==> src/pkg/umdl_params.svh <==
`ifndef UMDL_PARAMS_SVH
`define UMDL_PARAMS_SVH

// ********************************************************
// Register byte addresses
// ********************************************************
`define UMDL_ADDR_LINE_CTRL   32'h5000100C
`define UMDL_ADDR_MODEM_CTRL  32'h50001010
`define UMDL_ADDR_MODEM_STAT  32'h50001018
`define UMDL_ADDR_SCRATCH     32'h5000101C
`define UMDL_ADDR_LPDIV_LO    32'h50001020
`define UMDL_ADDR_LPDIV_HI    32'h50001024
`define UMDL_ADDR_IRQ_STAT    32'h50001100
`define UMDL_ADDR_IRQ_EN      32'h50001104
`define UMDL_ADDR_IRQ_CLR     32'h50001108

// ********************************************************
// Field positions
// ********************************************************
`define UMDL_MSR_DELTA_BIT    0
`define UMDL_MSR_STATUS_BIT   4
`define UMDL_MCR_RTS_BIT      1
`define UMDL_MCR_LOOP_BIT     4
`define UMDL_MCR_LPIR_BIT     6
`define UMDL_LCR_DIVISOR_LATCH_ACCESS_BIT_BIT     7
`define UMDL_IRQ_DELTA_BIT    0
`define UMDL_IRQ_PULSE_BIT    1

// ********************************************************
// Reset values and timing counts
// ********************************************************
`define UMDL_RST_BYTE         8'h00
`define UMDL_RST_DIV          16'h0000
`define UMDL_RST_IRQ          2'h0
`define UMDL_LP_PRESCALE      16

`endif

==> src/pkg/umdl_pkg.sv <==
// ********************************************************
// Shared types
// ********************************************************
package umdl_pkg;

    // Infrared pulse detector states, Gray coded along the path
    typedef enum logic [1:0] {
        UMDL_PD_IDLE = 2'h0,
        UMDL_PD_HIGH = 2'h1,
        UMDL_PD_HOLD = 2'h3
    } umdl_pd_state_e;

    // One register byte
    typedef logic [7:0] umdl_byte_t;

endpackage

==> src/verilog/umdl_lp_baud.sv <==
`timescale 1ns/1ps
`include "umdl_params.svh"

// ********************************************************
// Low-power baud tick generator
// ********************************************************
// One tick every PRESCALE * divisor clocks; held silent while
// the divisor is zero.
module umdl_lp_baud #(
    parameter int DIV_W = 16,
    parameter int PRE_W = 4
) (
    // Clock and reset
    input  wire logic             hclk,
    input  wire logic             hresetn,
    // Divisor from the register file
    input  wire logic [DIV_W-1:0] divisor,
    // Low-power baud tick
    output logic                  lp_tick_r
);

    localparam int CNT_W = DIV_W + PRE_W;

    logic [CNT_W-1:0] cnt_r;       // Down counter
    logic [DIV_W-1:0] div_seen_r;  // Divisor the count was loaded from
    logic [CNT_W-1:0] reload;      // 16 * divisor - 1
    logic             div_zero;    // Baud clock stopped

    assign div_zero = (divisor == '0);
    assign reload   = CNT_W'({divisor, {PRE_W{1'b0}}} - 1'b1);

    // Counter; restarts on any divisor change so a new rate
    // never waits out a stale long period
    always_ff @(posedge hclk or negedge hresetn) begin
        if (!hresetn) begin
            cnt_r      <= '0;
            div_seen_r <= '0;
            lp_tick_r  <= 1'b0;
        end else begin
            div_seen_r <= divisor;
            if (div_zero) begin
                cnt_r     <= '0;
                lp_tick_r <= 1'b0;
            end else if (divisor != div_seen_r) begin
                cnt_r     <= reload;
                lp_tick_r <= 1'b0;
            end else if (cnt_r == '0) begin
                cnt_r     <= reload;
                lp_tick_r <= 1'b1;
            end else begin
                cnt_r     <= cnt_r - 1'b1;
                lp_tick_r <= 1'b0;
            end
        end
    end

endmodule

==> src/verilog/umdl_top.sv <==
// Implementation choice: the AHB-Lite register port.
`timescale 1ns/1ps
`include "umdl_params.svh"

module umdl_top
    import umdl_pkg::*;
#(
    parameter int DIV_W = 16
) (
    // Clock and reset
    input  wire logic        hclk,
    input  wire logic        hresetn,
    // AHB-Lite slave
    input  wire logic        hsel,
    input  wire logic [31:0] haddr,
    input  wire logic [1:0]  htrans,
    input  wire logic        hwrite,
    input  wire logic [2:0]  hsize,
    input  wire logic        hready,
    input  wire logic [31:0] hwdata,
    output logic [31:0]      hrdata,
    output logic             hreadyout,
    output logic             hresp,
    // Modem handshake pins
    input  wire logic        cts_n,
    output logic             rts_n,
    // Infrared receive pin
    input  wire logic        sir_in,
    output logic             ir_pulse,
    // Interrupt
    output logic             irq
);

    // ********************************************************
    // Declarations
    // ********************************************************
    umdl_byte_t     line_ctrl_r;     // Line control, bit 7 opens divisor
    umdl_byte_t     modem_ctrl_r;    // Modem control
    umdl_byte_t     scratch_r;       // Software scratch byte
    umdl_byte_t     lpdiv_lo_r;      // Divisor bits 7:0
    umdl_byte_t     lpdiv_hi_r;      // Divisor bits 15:8
    logic           delta_r;         // Clear-to-send change flag
    logic           cts_prev_r;      // Status value last cycle
    logic [2:0]     cts_sync_r;      // Pin synchroniser
    logic           cts_level_r;     // Filtered, still active low
    logic [2:0]     sir_sync_r;      // Infrared pin synchroniser
    logic           sir_level_r;     // Filtered infrared level
    logic [1:0]     irq_stat_r;      // Sticky event bits
    logic [1:0]     irq_en_r;        // Event enables
    umdl_pd_state_e pd_state_r;      // Pulse detector state
    logic           pulse_r;         // Accepted pulse, one cycle
    logic           wr_pend_r;       // Write data phase pending
    logic [31:0]    wr_addr_r;       // Address of pending write
    logic [31:0]    rdata_r;         // Read data for data phase
    logic           irq_r;           // Interrupt level
    logic           rts_n_r;         // Request-to-send pin
    logic           lp_tick;         // Low-power baud tick
    logic           addr_ok;         // Valid address phase
    logic           rd_req;          // Read taken this edge
    logic           wr_now;          // Write data taken this edge
    logic           loop_on;         // Loopback active
    logic           divisor_latch_access_bit;            // Divisor latch access bit
    logic           cts_status;      // Clear-to-send status bit
    logic           delta_evt;       // Status changed this cycle
    logic           msr_read;        // Modem status read this edge
    logic [15:0]    lp_div;          // Combined divisor
    umdl_byte_t     wbyte;           // Write data low byte
    umdl_byte_t     rmux;            // Read mux

    assign addr_ok   = hsel & htrans[1] & hready;
    assign rd_req    = addr_ok & ~hwrite;
    assign wr_now    = wr_pend_r;
    assign wbyte     = hwdata[7:0];
    assign loop_on   = modem_ctrl_r[`UMDL_MCR_LOOP_BIT];
    assign divisor_latch_access_bit      = line_ctrl_r[`UMDL_LCR_DIVISOR_LATCH_ACCESS_BIT_BIT];
    assign lp_div    = {lpdiv_hi_r, lpdiv_lo_r};
    assign msr_read  = rd_req & (haddr == `UMDL_ADDR_MODEM_STAT);

    assign cts_status = loop_on ? modem_ctrl_r[`UMDL_MCR_RTS_BIT]
                                : ~cts_level_r;
    assign delta_evt  = (cts_status != cts_prev_r);

    // ********************************************************
    // Pin synchronisers
    // ********************************************************
    // Three stages; a level counts once stages two and three
    // agree, so a single metastable sample cannot glitch it
    always_ff @(posedge hclk or negedge hresetn) begin
        if (!hresetn) begin
            cts_sync_r  <= 3'h7;
            cts_level_r <= 1'b1;
        end else begin
            cts_sync_r <= {cts_sync_r[1:0], cts_n};
            if (cts_sync_r[1] == cts_sync_r[2]) begin
                cts_level_r <= cts_sync_r[2];
            end
        end
    end

    // Infrared input, idle low
    always_ff @(posedge hclk or negedge hresetn) begin
        if (!hresetn) begin
            sir_sync_r  <= 3'h0;
            sir_level_r <= 1'b0;
        end else begin
            sir_sync_r <= {sir_sync_r[1:0], sir_in};
            if (sir_sync_r[1] == sir_sync_r[2]) begin
                sir_level_r <= sir_sync_r[2];
            end
        end
    end

    // ********************************************************
    // Clear-to-send change tracking
    // ********************************************************
    // Previous status resets to deasserted, so an input held
    // low through reset looks like a change after release
    // Change seen after reset
    always_ff @(posedge hclk or negedge hresetn) begin
        if (!hresetn) begin
            cts_prev_r <= 1'b0;
        end else begin
            cts_prev_r <= cts_status;
        end
    end

    // Change flag; a change in the read cycle wins over clear
    always_ff @(posedge hclk or negedge hresetn) begin
        if (!hresetn) begin
            delta_r <= 1'b0;
        end else if (delta_evt) begin
            delta_r <= 1'b1;
        end else if (msr_read) begin
            delta_r <= 1'b0;
        end
    end

    // ********************************************************
    // AHB-Lite bus interface
    // ********************************************************
    // Zero wait state: reads are muxed in the address phase and
    // registered, writes land at the end of the data phase.
    // A read straight after a write to the same word sees the
    // old value; the write takes effect on the same edge that registers the read data.
    always_ff @(posedge hclk or negedge hresetn) begin
        if (!hresetn) begin
            wr_pend_r <= 1'b0;
            wr_addr_r <= 32'h00000000;
        end else if (hready) begin
            wr_pend_r <= addr_ok & hwrite;
            wr_addr_r <= haddr;
        end
    end

    // Read mux; unmapped and gated addresses read zero
    always_comb begin
        rmux = 8'h00;
        if (haddr == `UMDL_ADDR_LINE_CTRL) begin
            rmux = line_ctrl_r;
        end else if (haddr == `UMDL_ADDR_MODEM_CTRL) begin
            rmux = modem_ctrl_r;
        end else if (haddr == `UMDL_ADDR_MODEM_STAT) begin
            rmux = 8'h00;
            rmux[`UMDL_MSR_STATUS_BIT] = cts_status;
            rmux[`UMDL_MSR_DELTA_BIT]  = delta_r;
        end else if (haddr == `UMDL_ADDR_SCRATCH) begin
            rmux = scratch_r;
        end else if (haddr == `UMDL_ADDR_LPDIV_LO) begin
            rmux = divisor_latch_access_bit ? lpdiv_lo_r : 8'h00;
        end else if (haddr == `UMDL_ADDR_LPDIV_HI) begin
            rmux = divisor_latch_access_bit ? lpdiv_hi_r : 8'h00;
        end else if (haddr == `UMDL_ADDR_IRQ_STAT) begin
            rmux = {6'h00, irq_stat_r};
        end else if (haddr == `UMDL_ADDR_IRQ_EN) begin
            rmux = {6'h00, irq_en_r};
        end
    end

    // Registered read data
    always_ff @(posedge hclk or negedge hresetn) begin
        if (!hresetn) begin
            rdata_r <= 32'h00000000;
        end else if (rd_req) begin
            rdata_r <= {24'h000000, rmux};
        end
    end

    // ********************************************************
    // Control registers
    // ********************************************************
    // Line and modem control
    always_ff @(posedge hclk or negedge hresetn) begin
        if (!hresetn) begin
            line_ctrl_r  <= `UMDL_RST_BYTE;
            modem_ctrl_r <= `UMDL_RST_BYTE;
        end else if (wr_now) begin
            if (wr_addr_r == `UMDL_ADDR_LINE_CTRL) begin
                line_ctrl_r <= wbyte;
            end else if (wr_addr_r == `UMDL_ADDR_MODEM_CTRL) begin
                modem_ctrl_r <= wbyte;
            end
        end
    end

    // Scratch byte; nothing else reads it
    always_ff @(posedge hclk or negedge hresetn) begin
        if (!hresetn) begin
            scratch_r <= `UMDL_RST_BYTE;
        end else if (wr_now && wr_addr_r == `UMDL_ADDR_SCRATCH) begin
            scratch_r <= wbyte;
        end
    end

    // Divisor bytes; writes without the latch bit are dropped
    // Both reset to zero, so the tick stays stopped until set
    always_ff @(posedge hclk or negedge hresetn) begin
        if (!hresetn) begin
            {lpdiv_hi_r, lpdiv_lo_r} <= `UMDL_RST_DIV;
        end else if (wr_now && divisor_latch_access_bit) begin
            if (wr_addr_r == `UMDL_ADDR_LPDIV_LO) begin
                lpdiv_lo_r <= wbyte;
            end else if (wr_addr_r == `UMDL_ADDR_LPDIV_HI) begin
                lpdiv_hi_r <= wbyte;
            end
        end
    end

    // ********************************************************
    // Low-power baud clock
    // ********************************************************
    umdl_lp_baud #(
        .DIV_W   (DIV_W),
        .PRE_W   (4)
    ) u_lp_baud (
        .hclk      (hclk),
        .hresetn   (hresetn),
        .divisor   (DIV_W'(lp_div)),
        .lp_tick_r (lp_tick)
    );

    // ********************************************************
    // Infrared minimum-width pulse detector
    // ********************************************************
    // A high pulse is accepted only if a baud tick falls inside
    // it; shorter glitches drop back to idle. Tied to the tick,
    // so a zero divisor blocks every detection.
    always_ff @(posedge hclk or negedge hresetn) begin
        if (!hresetn) begin
            pd_state_r <= UMDL_PD_IDLE;
            pulse_r    <= 1'b0;
        end else begin
            pulse_r <= 1'b0;
            case (pd_state_r)
                // Wait for a rising edge in low-power mode
                UMDL_PD_IDLE: begin
                    if (sir_level_r &&
                        modem_ctrl_r[`UMDL_MCR_LPIR_BIT]) begin
                        pd_state_r <= UMDL_PD_HIGH;
                    end
                end
                UMDL_PD_HIGH: begin
                    if (!sir_level_r) begin
                        pd_state_r <= UMDL_PD_IDLE;
                    end else if (lp_tick) begin
                        pulse_r    <= 1'b1;
                        pd_state_r <= UMDL_PD_HOLD;
                    end
                end
                // Wait for the pulse to end
                UMDL_PD_HOLD: begin
                    if (!sir_level_r) begin
                        pd_state_r <= UMDL_PD_IDLE;
                    end
                end
                default: begin
                    pd_state_r <= UMDL_PD_IDLE;
                end
            endcase
        end
    end

    // ********************************************************
    // Interrupts
    // ********************************************************
    // Sticky bits; an event in the clear cycle wins
    always_ff @(posedge hclk or negedge hresetn) begin
        if (!hresetn) begin
            irq_stat_r <= `UMDL_RST_IRQ;
        end else begin
            for (int i = 0; i < 2; i++) begin
                if ((i == `UMDL_IRQ_DELTA_BIT && delta_evt) ||
                    (i == `UMDL_IRQ_PULSE_BIT && pulse_r)) begin
                    irq_stat_r[i] <= 1'b1;
                end else if (wr_now && wbyte[i] &&
                             wr_addr_r == `UMDL_ADDR_IRQ_CLR) begin
                    irq_stat_r[i] <= 1'b0;
                end
            end
        end
    end

    // Enable register
    always_ff @(posedge hclk or negedge hresetn) begin
        if (!hresetn) begin
            irq_en_r <= `UMDL_RST_IRQ;
        end else if (wr_now && wr_addr_r == `UMDL_ADDR_IRQ_EN) begin
            irq_en_r <= wbyte[1:0];
        end
    end

    // ********************************************************
    // Registered outputs
    // ********************************************************
    // Interrupt level lags status by one clock
    always_ff @(posedge hclk or negedge hresetn) begin
        if (!hresetn) begin
            irq_r   <= 1'b0;
            rts_n_r <= 1'b1;
        end else begin
            irq_r   <= |(irq_stat_r & irq_en_r);
            // In loopback the pin is held deasserted
            rts_n_r <= loop_on | ~modem_ctrl_r[`UMDL_MCR_RTS_BIT];
        end
    end

    // Bus handshake: always ready, always OKAY
    always_ff @(posedge hclk or negedge hresetn) begin
        if (!hresetn) begin
            hreadyout <= 1'b1;
            hresp     <= 1'b0;
        end else begin
            hreadyout <= 1'b1;
            hresp     <= 1'b0;
        end
    end

    assign hrdata   = rdata_r;
    assign irq      = irq_r;
    assign rts_n    = rts_n_r;
    assign ir_pulse = pulse_r;

endmodule

==> config.mk <==
export PLATFORM = sky130hd
export DESIGN_NAME = umdl_top
export DESIGN_NICKNAME = d
export VERILOG_FILES = /design/src/pkg/umdl_pkg.sv /design/src/verilog/umdl_lp_baud.sv /design/src/verilog/umdl_top.sv
export VERILOG_INCLUDE_DIRS = /design/src /design/src/pkg
export SDC_FILE = /design/constraint.sdc
export NUM_CORES = 1
export LEC_CHECK = 0
export ABC_CLOCK_PERIOD_IN_PS = 2800
export BUFFER_PORTS_ARGS = -buffer_cell sky130_fd_sc_hd__buf_2
export CORE_ASPECT_RATIO = 0.9
export CORE_UTILIZATION = 51
export CTS_BUF_LIST = sky130_fd_sc_hd__clkbuf_16
export DETAILED_ROUTE_END_ITERATION = 10
export PLACE_DENSITY = 0.76
export SLEW_MARGIN = 30
export SYNTH_ARGS = -nofsm -noshare
export SYNTH_HDL_FRONTEND = slang
export SYNTH_HIERARCHICAL = 1
export SYNTH_SLANG_ARGS = --single-unit
==> constraint.sdc <==
create_clock -name hclk -period 2.8 [get_ports hclk]
set_clock_uncertainty 0.2 [all_clocks]
set_input_delay 0.56 -clock hclk [delete_from_list [all_inputs] [get_ports hclk]]
set_output_delay 0.56 -clock hclk [all_outputs]
set_load 0.01 [all_outputs]
==> reports/metrics.yaml, run 1 <==
die:
  dieWidth_um: 123
  core_area_um2: 12700
  num_rows: 39
  die-area_um2: 13600
  ios: 113
  initial_core_util_pct: 52.6
  die_h_um: 111
place:
  gp_congestion: 0.878
  pre_cts_ws_ns: -0.0314
  port_buffers: 58
  dp_hpwl_mm: 10.8
power:
  p_int_uw: 3800
  ir_worst_vdd_uv: 434
  leakage_uw: 0.00339
  p_per_area_nw_per_um2: 617
  switchingPower_uw: 1120
  seq_power_share_pct: 43.8
  p_sw_share_pct: 22.7
  p_comb_share_pct: 6.7
  power_frac_clock_pct: 49.5
layout:
  fin_nets: 749
  antenna_cells: 0
  area_growth_pct: 19.0
  layout-drive-gt1-share_pct: 32.3
grt:
  grt_usage_pct: 24.2
  grt-ovfl-total: 0
  grt_pass1_wl_mm: 25.1
  antenna_found_initial: 0
  grt_max_degree: 55
  grt_pass1_vias: 4980
timing:
  hold_viol: 0
  fin_crit_sh_pct: 100
  slew_headroom_pct: 50.7
  setup_violations: 2
  fin_crit_ns: 2.80
  drv_slew: 0
  fin_ws_ns: -0.00410
  whs_ns: 0.0385
  timing.fmax_mhz: 357
  rsz0062_at_grt: "yes"
  tightestPinTransition_ns: 0.732
logic_synthesis:
  ys_seq_area_share_pct: 51.2
  synth_top_area_share_pct: 49.3
  syn_avg_cell_area_um2: 11.5
  synth_edf_count: 0
  synth_cell_type_count: 66
  synth_area_leaders: "dfrtp_1, mux2_2, xnor2_1"
  synth-async-reset-ratio_pct: 100
  yosys_register_bits: 137
  ys_dominant_reg_cell: "dfrtp_1"
  syn_area_um2: 6710
  synthCells: 581
  yosysWarningCount: 6
  yosys.area.top_type: "dfrtp_1"
route:
  route.met3.wl_um: 784
  first_iter_violations: 332
  wl_per_cell_um: 17.8
  drc: 0
  via_per_inst: 5.73
  routed_wl_mm: 15.0
  wl_met2_mm: 7.06
  top_layer: "met4"
  drt_pass1_iterations: 5
  antenna_left: 0
  wl_met1_mm: 6.98
  route.vias.total: 4844
flow_run:
  drv_cap: 0
clock_tree:
  cts_tree: "built"
  cts_sinks: 137
  clk_latency_ns: 0.42
  h-tree-depth: 4
  numCtsBuffers: 17
  clockBufferDepth: 2
  ctsRootBufferMaster: "clkbuf_16"
  clkTransAtPathRegs_ns: 0.06
critical_path:
  cp.required_ns: 2.91
  cp-end-kind: "flop"
  startpoint_type: "flop"
  crit_type: "reg -> reg"
  arrival_ns: 2.91
  path_max_fanout: 8
min_path:
  hp-class: "in -> reg"
outcome:
  violations: "setup timing"
  outcome: "complete, but fails checks"
synthesized netlist by cell type (3+ instances only):
cell	instances
a211oi_1	17
a21oi_1	16
a221oi_1	5
a22o_1	6
a31oi_1	3
and3_1	4
buf_1	3
buf_2	3
buf_4	26
clkbuf_1	11
dfrtp_1	132
dfstp_2	5
ha_1	4
inv_1	9
mux2_2	71
mux2i_1	3
nand2_1	36
nand2_2	3
nand3_1	13
nand4_1	7
nand4b_1	4
nor2_1	29
nor2b_1	3
nor3_1	23
nor3b_1	3
nor4_1	20
nor4_4	3
nor4b_1	5
o211ai_1	3
o21ai_0	8
o31ai_1	6
or3_1	5
or4_1	6
xnor2_1	23
xor2_1	23
routing by layer:
metal | vias to the layer above | GRT usage (%)
met1 | 2408 | 34.2
met5 | - | 0
li1 | 2260 | -
met3 | 21 | 5.45
met4 | 0 | 8.62
met2 | 155 | 36.4
cells in the final DEF, fill, tap and decap left out, types with 4 or more instances in the layout:
cell type,instances
a221oi_1,5
buf_2,57
nand3_1,13
or4_1,5
xnor2_1,23
ha_1,4
a211oi_1,17
buf_4,28
o21ai_0,8
nand4b_1,4
nor4_1,20
mux2_2,65
nand2_1,36
nor4b_1,5
a22o_1,6
nor3_1,23
dfrtp_1,132
bufinv_16,5
or3_1,5
xor2_1,23
and3_1,4
a21oi_1,16
inv_1,9
conb_1,26
dfstp_2,5
nor2_1,29
nand4_1,7
clkbuf_16,17
o31ai_1,6
mux2_4,6
area by class of cell:
cell class	instances	area [µm²]
Multi-Input combinational cell	414	3080
Clock inverter	15	223
Clock buffer	17	425
Fill cell	963	4760
Sequential cell	137	3430
Timing Repair Buffer	90	577
Inverter	9	33.8
Tap cell	164	205
metrics by stage:
step	utilization (%)	std cells	power, µW	instance area [µm²]	TNS, ns
2_1_floorplan	-	605	2370	6800	0
3_3_place_gp	57.1	812	2490	7270	0
3_5_place_dp	57.1	812	2510	7270	-0.153
4_1_cts	62.5	846	4960	7960	-0.00243
5_1_grt	62.6	846	5100	7980	-0.539
6_report	62.6	846	4920	7980	-0.00566
final timing paths:
path / cells past startpoint / start / slack [ns] / end
max reg2reg: 7 / wr_addr_r[9] / -0.004 / line_ctrl_r[3]
max in group asynchronous: 3 / hresetn / 1.29 / line_ctrl_r[7]
min: 1 / cts_n / 0.04 / cts_sync_r[0]
max: 7 / wr_addr_r[9] / -0.004 / line_ctrl_r[3]
min reg2reg: 0 / sir_sync_r[0] / 0.15 / sir_sync_r[1]
min in group asynchronous: 2 / hresetn / 0.46 / u_lp_baud/cnt_r[13]
kinds of logic after synthesis:
kind of cell / count (synthesis) / synth area share [%]
AO/OA/AOI/OAI: 77 / 8.10
adder cells (fa/ha/maj): 6 / 1.05
flip-flops: 137 / 51.2
multiplexers: 74 / 12.4
AND/OR/NAND/NOR: 185 / 16.4
XOR/XNOR: 46 / 6.01
other: 2 / 0.112
buffers and inverters: 54 / 4.76
power groups by stage:
stage	logic [µW]	clock network, µW	registers, µW
3_3_place_gp	311	0	2180
6_report	329	2440	2160
3_5_place_dp	325	0	2190
4_1_cts	330	2470	2160
5_1_grt	364	2570	2170
2_1_floorplan	200	0	2170
state kept, by name, indices dropped and copies added (netlist names), 2 cells and up:
signal	count
lpdiv_lo_r	8
lpdiv_hi_r	8
u_lp_baud/cnt_r	20
pd_state_r	2
u_lp_baud/div_seen_r	16
wr_addr_r	32
scratch_r	8
line_ctrl_r	8
irq_stat_r	2
cts_sync_r	3
modem_ctrl_r	8
hrdata	8
irq_en_r	2
sir_sync_r	3
worst max-delay path, stage by stage (launching register included):
cell,delay (ns)
dfrtp_1,0.38
or4b_4,0.55
or4_4,0.46
nor3b_4,0.22
nand3_2,0.15
nor4_4,0.23
buf_12,0.18
mux2_2,0.32
timing repair:
action / 4_1_cts / 5_1_grt
resized for setup: 4 / 5
hold buffers: 1 / 0
hold endpoints to repair: 46 / 0
endpoints found under the setup margin: 8 / 14
setup buffers: 1 / 0
No activity file was read; power rests on OpenSTA's default activity.
==> run 2, diff against run 1 <==
ABC_CLOCK_PERIOD_IN_PS = 3610   (was 2800)
CORE_UTILIZATION = 60   (was 51)
PLACE_DENSITY = 0.84   (was 0.76)
clock period = 3.61 ns   (was 2.8 ns; I/O delays follow)
==> reports/metrics.yaml, run 2 (synthesis results as in run 1) <==
outcome:
  outcome: "complete, no violations"
power:
  p_int_uw: 2810  # -26%
  p_comb_share_pct: 6.6  # about the same
  leakage_uw: 0.00324  # -4.2%
  p_sw_share_pct: 23.6  # +0.85 points
  switchingPower_uw: 865  # -23%
  power_frac_clock_pct: 47.7  # -1.8 points
  p_per_area_nw_per_um2: 478  # -23%
  seq_power_share_pct: 45.7  # +1.9 points
  ir_worst_vdd_uv: 405  # -6.5%
route:
  wl_met2_mm: 7.30  # +3.4%
  routed_wl_mm: 15.1  # +0.70%
  wl_met1_mm: 6.38  # -8.6%
  wl_per_cell_um: 18.7  # +5.1%
  route.vias.total: 4936  # +1.9%
  route.met3.wl_mm: 1.09  # +39%
  via_per_inst: 6.09  # +6.3%
  antenna_left: 0  # unchanged
  drt_pass1_iterations: 4  # -1
  top_layer: "met4"
  first_iter_violations: 267  # -20%
  drc: 0  # unchanged
layout:
  layout-drive-gt1-share_pct: 29.6  # -2.7 points
  antenna_cells: 0  # unchanged
  seq_area_um2: 3430  # unchanged
  stdcell_count: 811  # -4.1%
  reg_top3: "wr_addr_r (32), u_lp_baud/cnt_r (20), u_lp_baud/div_seen_r (16)"
  regMostFlops: "wr_addr_r"
  n_fill_cell: 748  # -22%
  final_util_pct: 70.7  # +8.1 points
  fin_nets: 726  # -3.1%
  largest_register_ffs: 32  # unchanged
  multiInputGateArea_um2: 3040  # -1.2%
  mostFrequentLayoutCells: "dfrtp_1, mux2_2, buf_2"
  final_common_cell: "dfrtp_1"
  area_growth_pct: 14.5
critical_path:
  startpoint_type: "flop"
  arrival_ns: 3.24  # +0.33 ns
  cp.required_ns: 3.71  # +0.80 ns
  critPathSlowestCell: "or4b_2"
  critPathTopFamily: "simple AND/OR/NAND/NOR gates"
  cp_slowest_stage_delay_ns: 0.72  # +0.17 ns
  path_buf_inv: 0  # -1
  cp_cell_sequence: "or4b_2, nor4_1, nand4_1, mux2_2"
  cp-end-kind: "flop"
  crit_type: "reg -> reg"
  path_max_fanout: 8  # unchanged
die:
  die-area_um2: 11600  # -15%
  ios: 113  # unchanged
  die_h_um: 102  # -7.7%
  num_rows: 36  # -7.7%
  dieWidth_um: 113  # -7.7%
  core_area_um2: 10900  # -15%
  initial_core_util_pct: 61.8  # +9.1 points
clock_tree:
  ctsHoldBuffers: 0  # -1
  numCtsBuffers: 17  # unchanged
  cts-resized-gates: 0  # -4
  ctsRootBufferMaster: "clkbuf_16"
  cts_sinks: 137  # unchanged
  post_cts_buffers: 0  # -1
  clkTransAtPathRegs_ns: 0.06  # about the same
  clockBufferDepth: 2  # unchanged
  clk_latency_ns: 0.41  # about the same
  cts_tree: "built"
  h-tree-depth: 4  # unchanged
grt:
  grt_usage_pct: 28.1  # +4.0 points
  antenna_found_initial: 0  # unchanged
  grt-ovfl-total: 0  # unchanged
  grt_pass1_wl_mm: 24.7  # -1.7%
  grt_pass1_vias: 4898  # -1.6%
  grt_max_degree: 56  # +1.8%
place:
  port_buffers: 58  # unchanged
  dp.cells: 779  # -4.1%
  pre_cts_ws_ns: 0.389  # +0.420 ns
  dp_hpwl_mm: 10.4  # -4.3%
  gp_congestion: 0.891  # +1.5%
timing:
  drv_slew: 0  # unchanged
  whs_ns: 0.154  # +0.115 ns
  fin_crit_sh_pct: 87.2  # -13 points
  fin_crit_ns: 3.15  # +0.343 ns
  hold_viol: 0  # unchanged
  slew_headroom_pct: 49.5  # -1.2 points
  fin_ws_ns: 0.463  # +0.467 ns
  finalSetupTns_ns: 0  # +0.00566 ns
  tightestPinTransition_ns: 0.751  # +0.0182 ns
  rsz0062_at_grt: "no"
  setup_violations: 0  # -2
  timing.fmax_mhz: 318  # -11%
min_path:
  hp-class: "in -> async"
flow_run:
  drv_cap: 0  # unchanged
## run 2: cell count changes in the layout (fill, tap and decap cells not counted), moves of 2 or more
cell       change
buf_12         -2
mux2_2         +6
mux2_4         -6
buf_4         -19
bufinv_16      -2
inv_1          +2
## run 2: power groups by stage
stage | sequential, µW | clock [µW] | combinational [µW]
after floorplan | 1690 | 0 | 155
after global placement | 1690 | 0 | 229
after detailed placement | 1700 | 0 | 240
after CTS | 1680 | 1770 | 243
after global routing | 1690 | 1840 | 270
final | 1680 | 1750 | 242
## run 2: metrics by stage
step / cell area (µm²) / power, µW
floorplan: 6800 / 1840
global placement: 7070 / 1920
detailed placement: 7070 / 1940
CTS: 7670 / 3690
global route: 7670 / 3790
finish: 7670 / 3670
## run 2: area by class of cell
type	instances	share of cell area (%)
multi-input cells	414	39.6
flip-flops and latches	137	44.8
clock buffers	17	5.54
repair buffers	67	4.86
well taps	152	2.48
clock inverters	15	2.30
inverters	9	0.440
## run 2: worst paths after layout
| path | depth (start not counted) | slack (ns) | startpoint | endpoint |
|---|---|---|---|---|
| min in group hclk | 0 | 0.16 | sir_sync_r[0] | sir_sync_r[1] |
| hold / removal | 1 | 0.15 | hresetn | scratch_r[3] |
| setup / recovery | 4 | 0.46 | wr_addr_r[26] | modem_ctrl_r[2] |
| hold reg to reg | 0 | 0.16 | sir_sync_r[0] | sir_sync_r[1] |
| setup reg to reg | 4 | 0.46 | wr_addr_r[26] | modem_ctrl_r[2] |
| max in group asynchronous | 2 | 2.16 | hresetn | cts_sync_r[2] |
## run 2: per-layer routing
metal  up-vias  track usage [%]
met5         -                0
met4         0             12.4
met3        34             7.41
met2       231             44.4
met1      2456             37.2
li1       2215                -
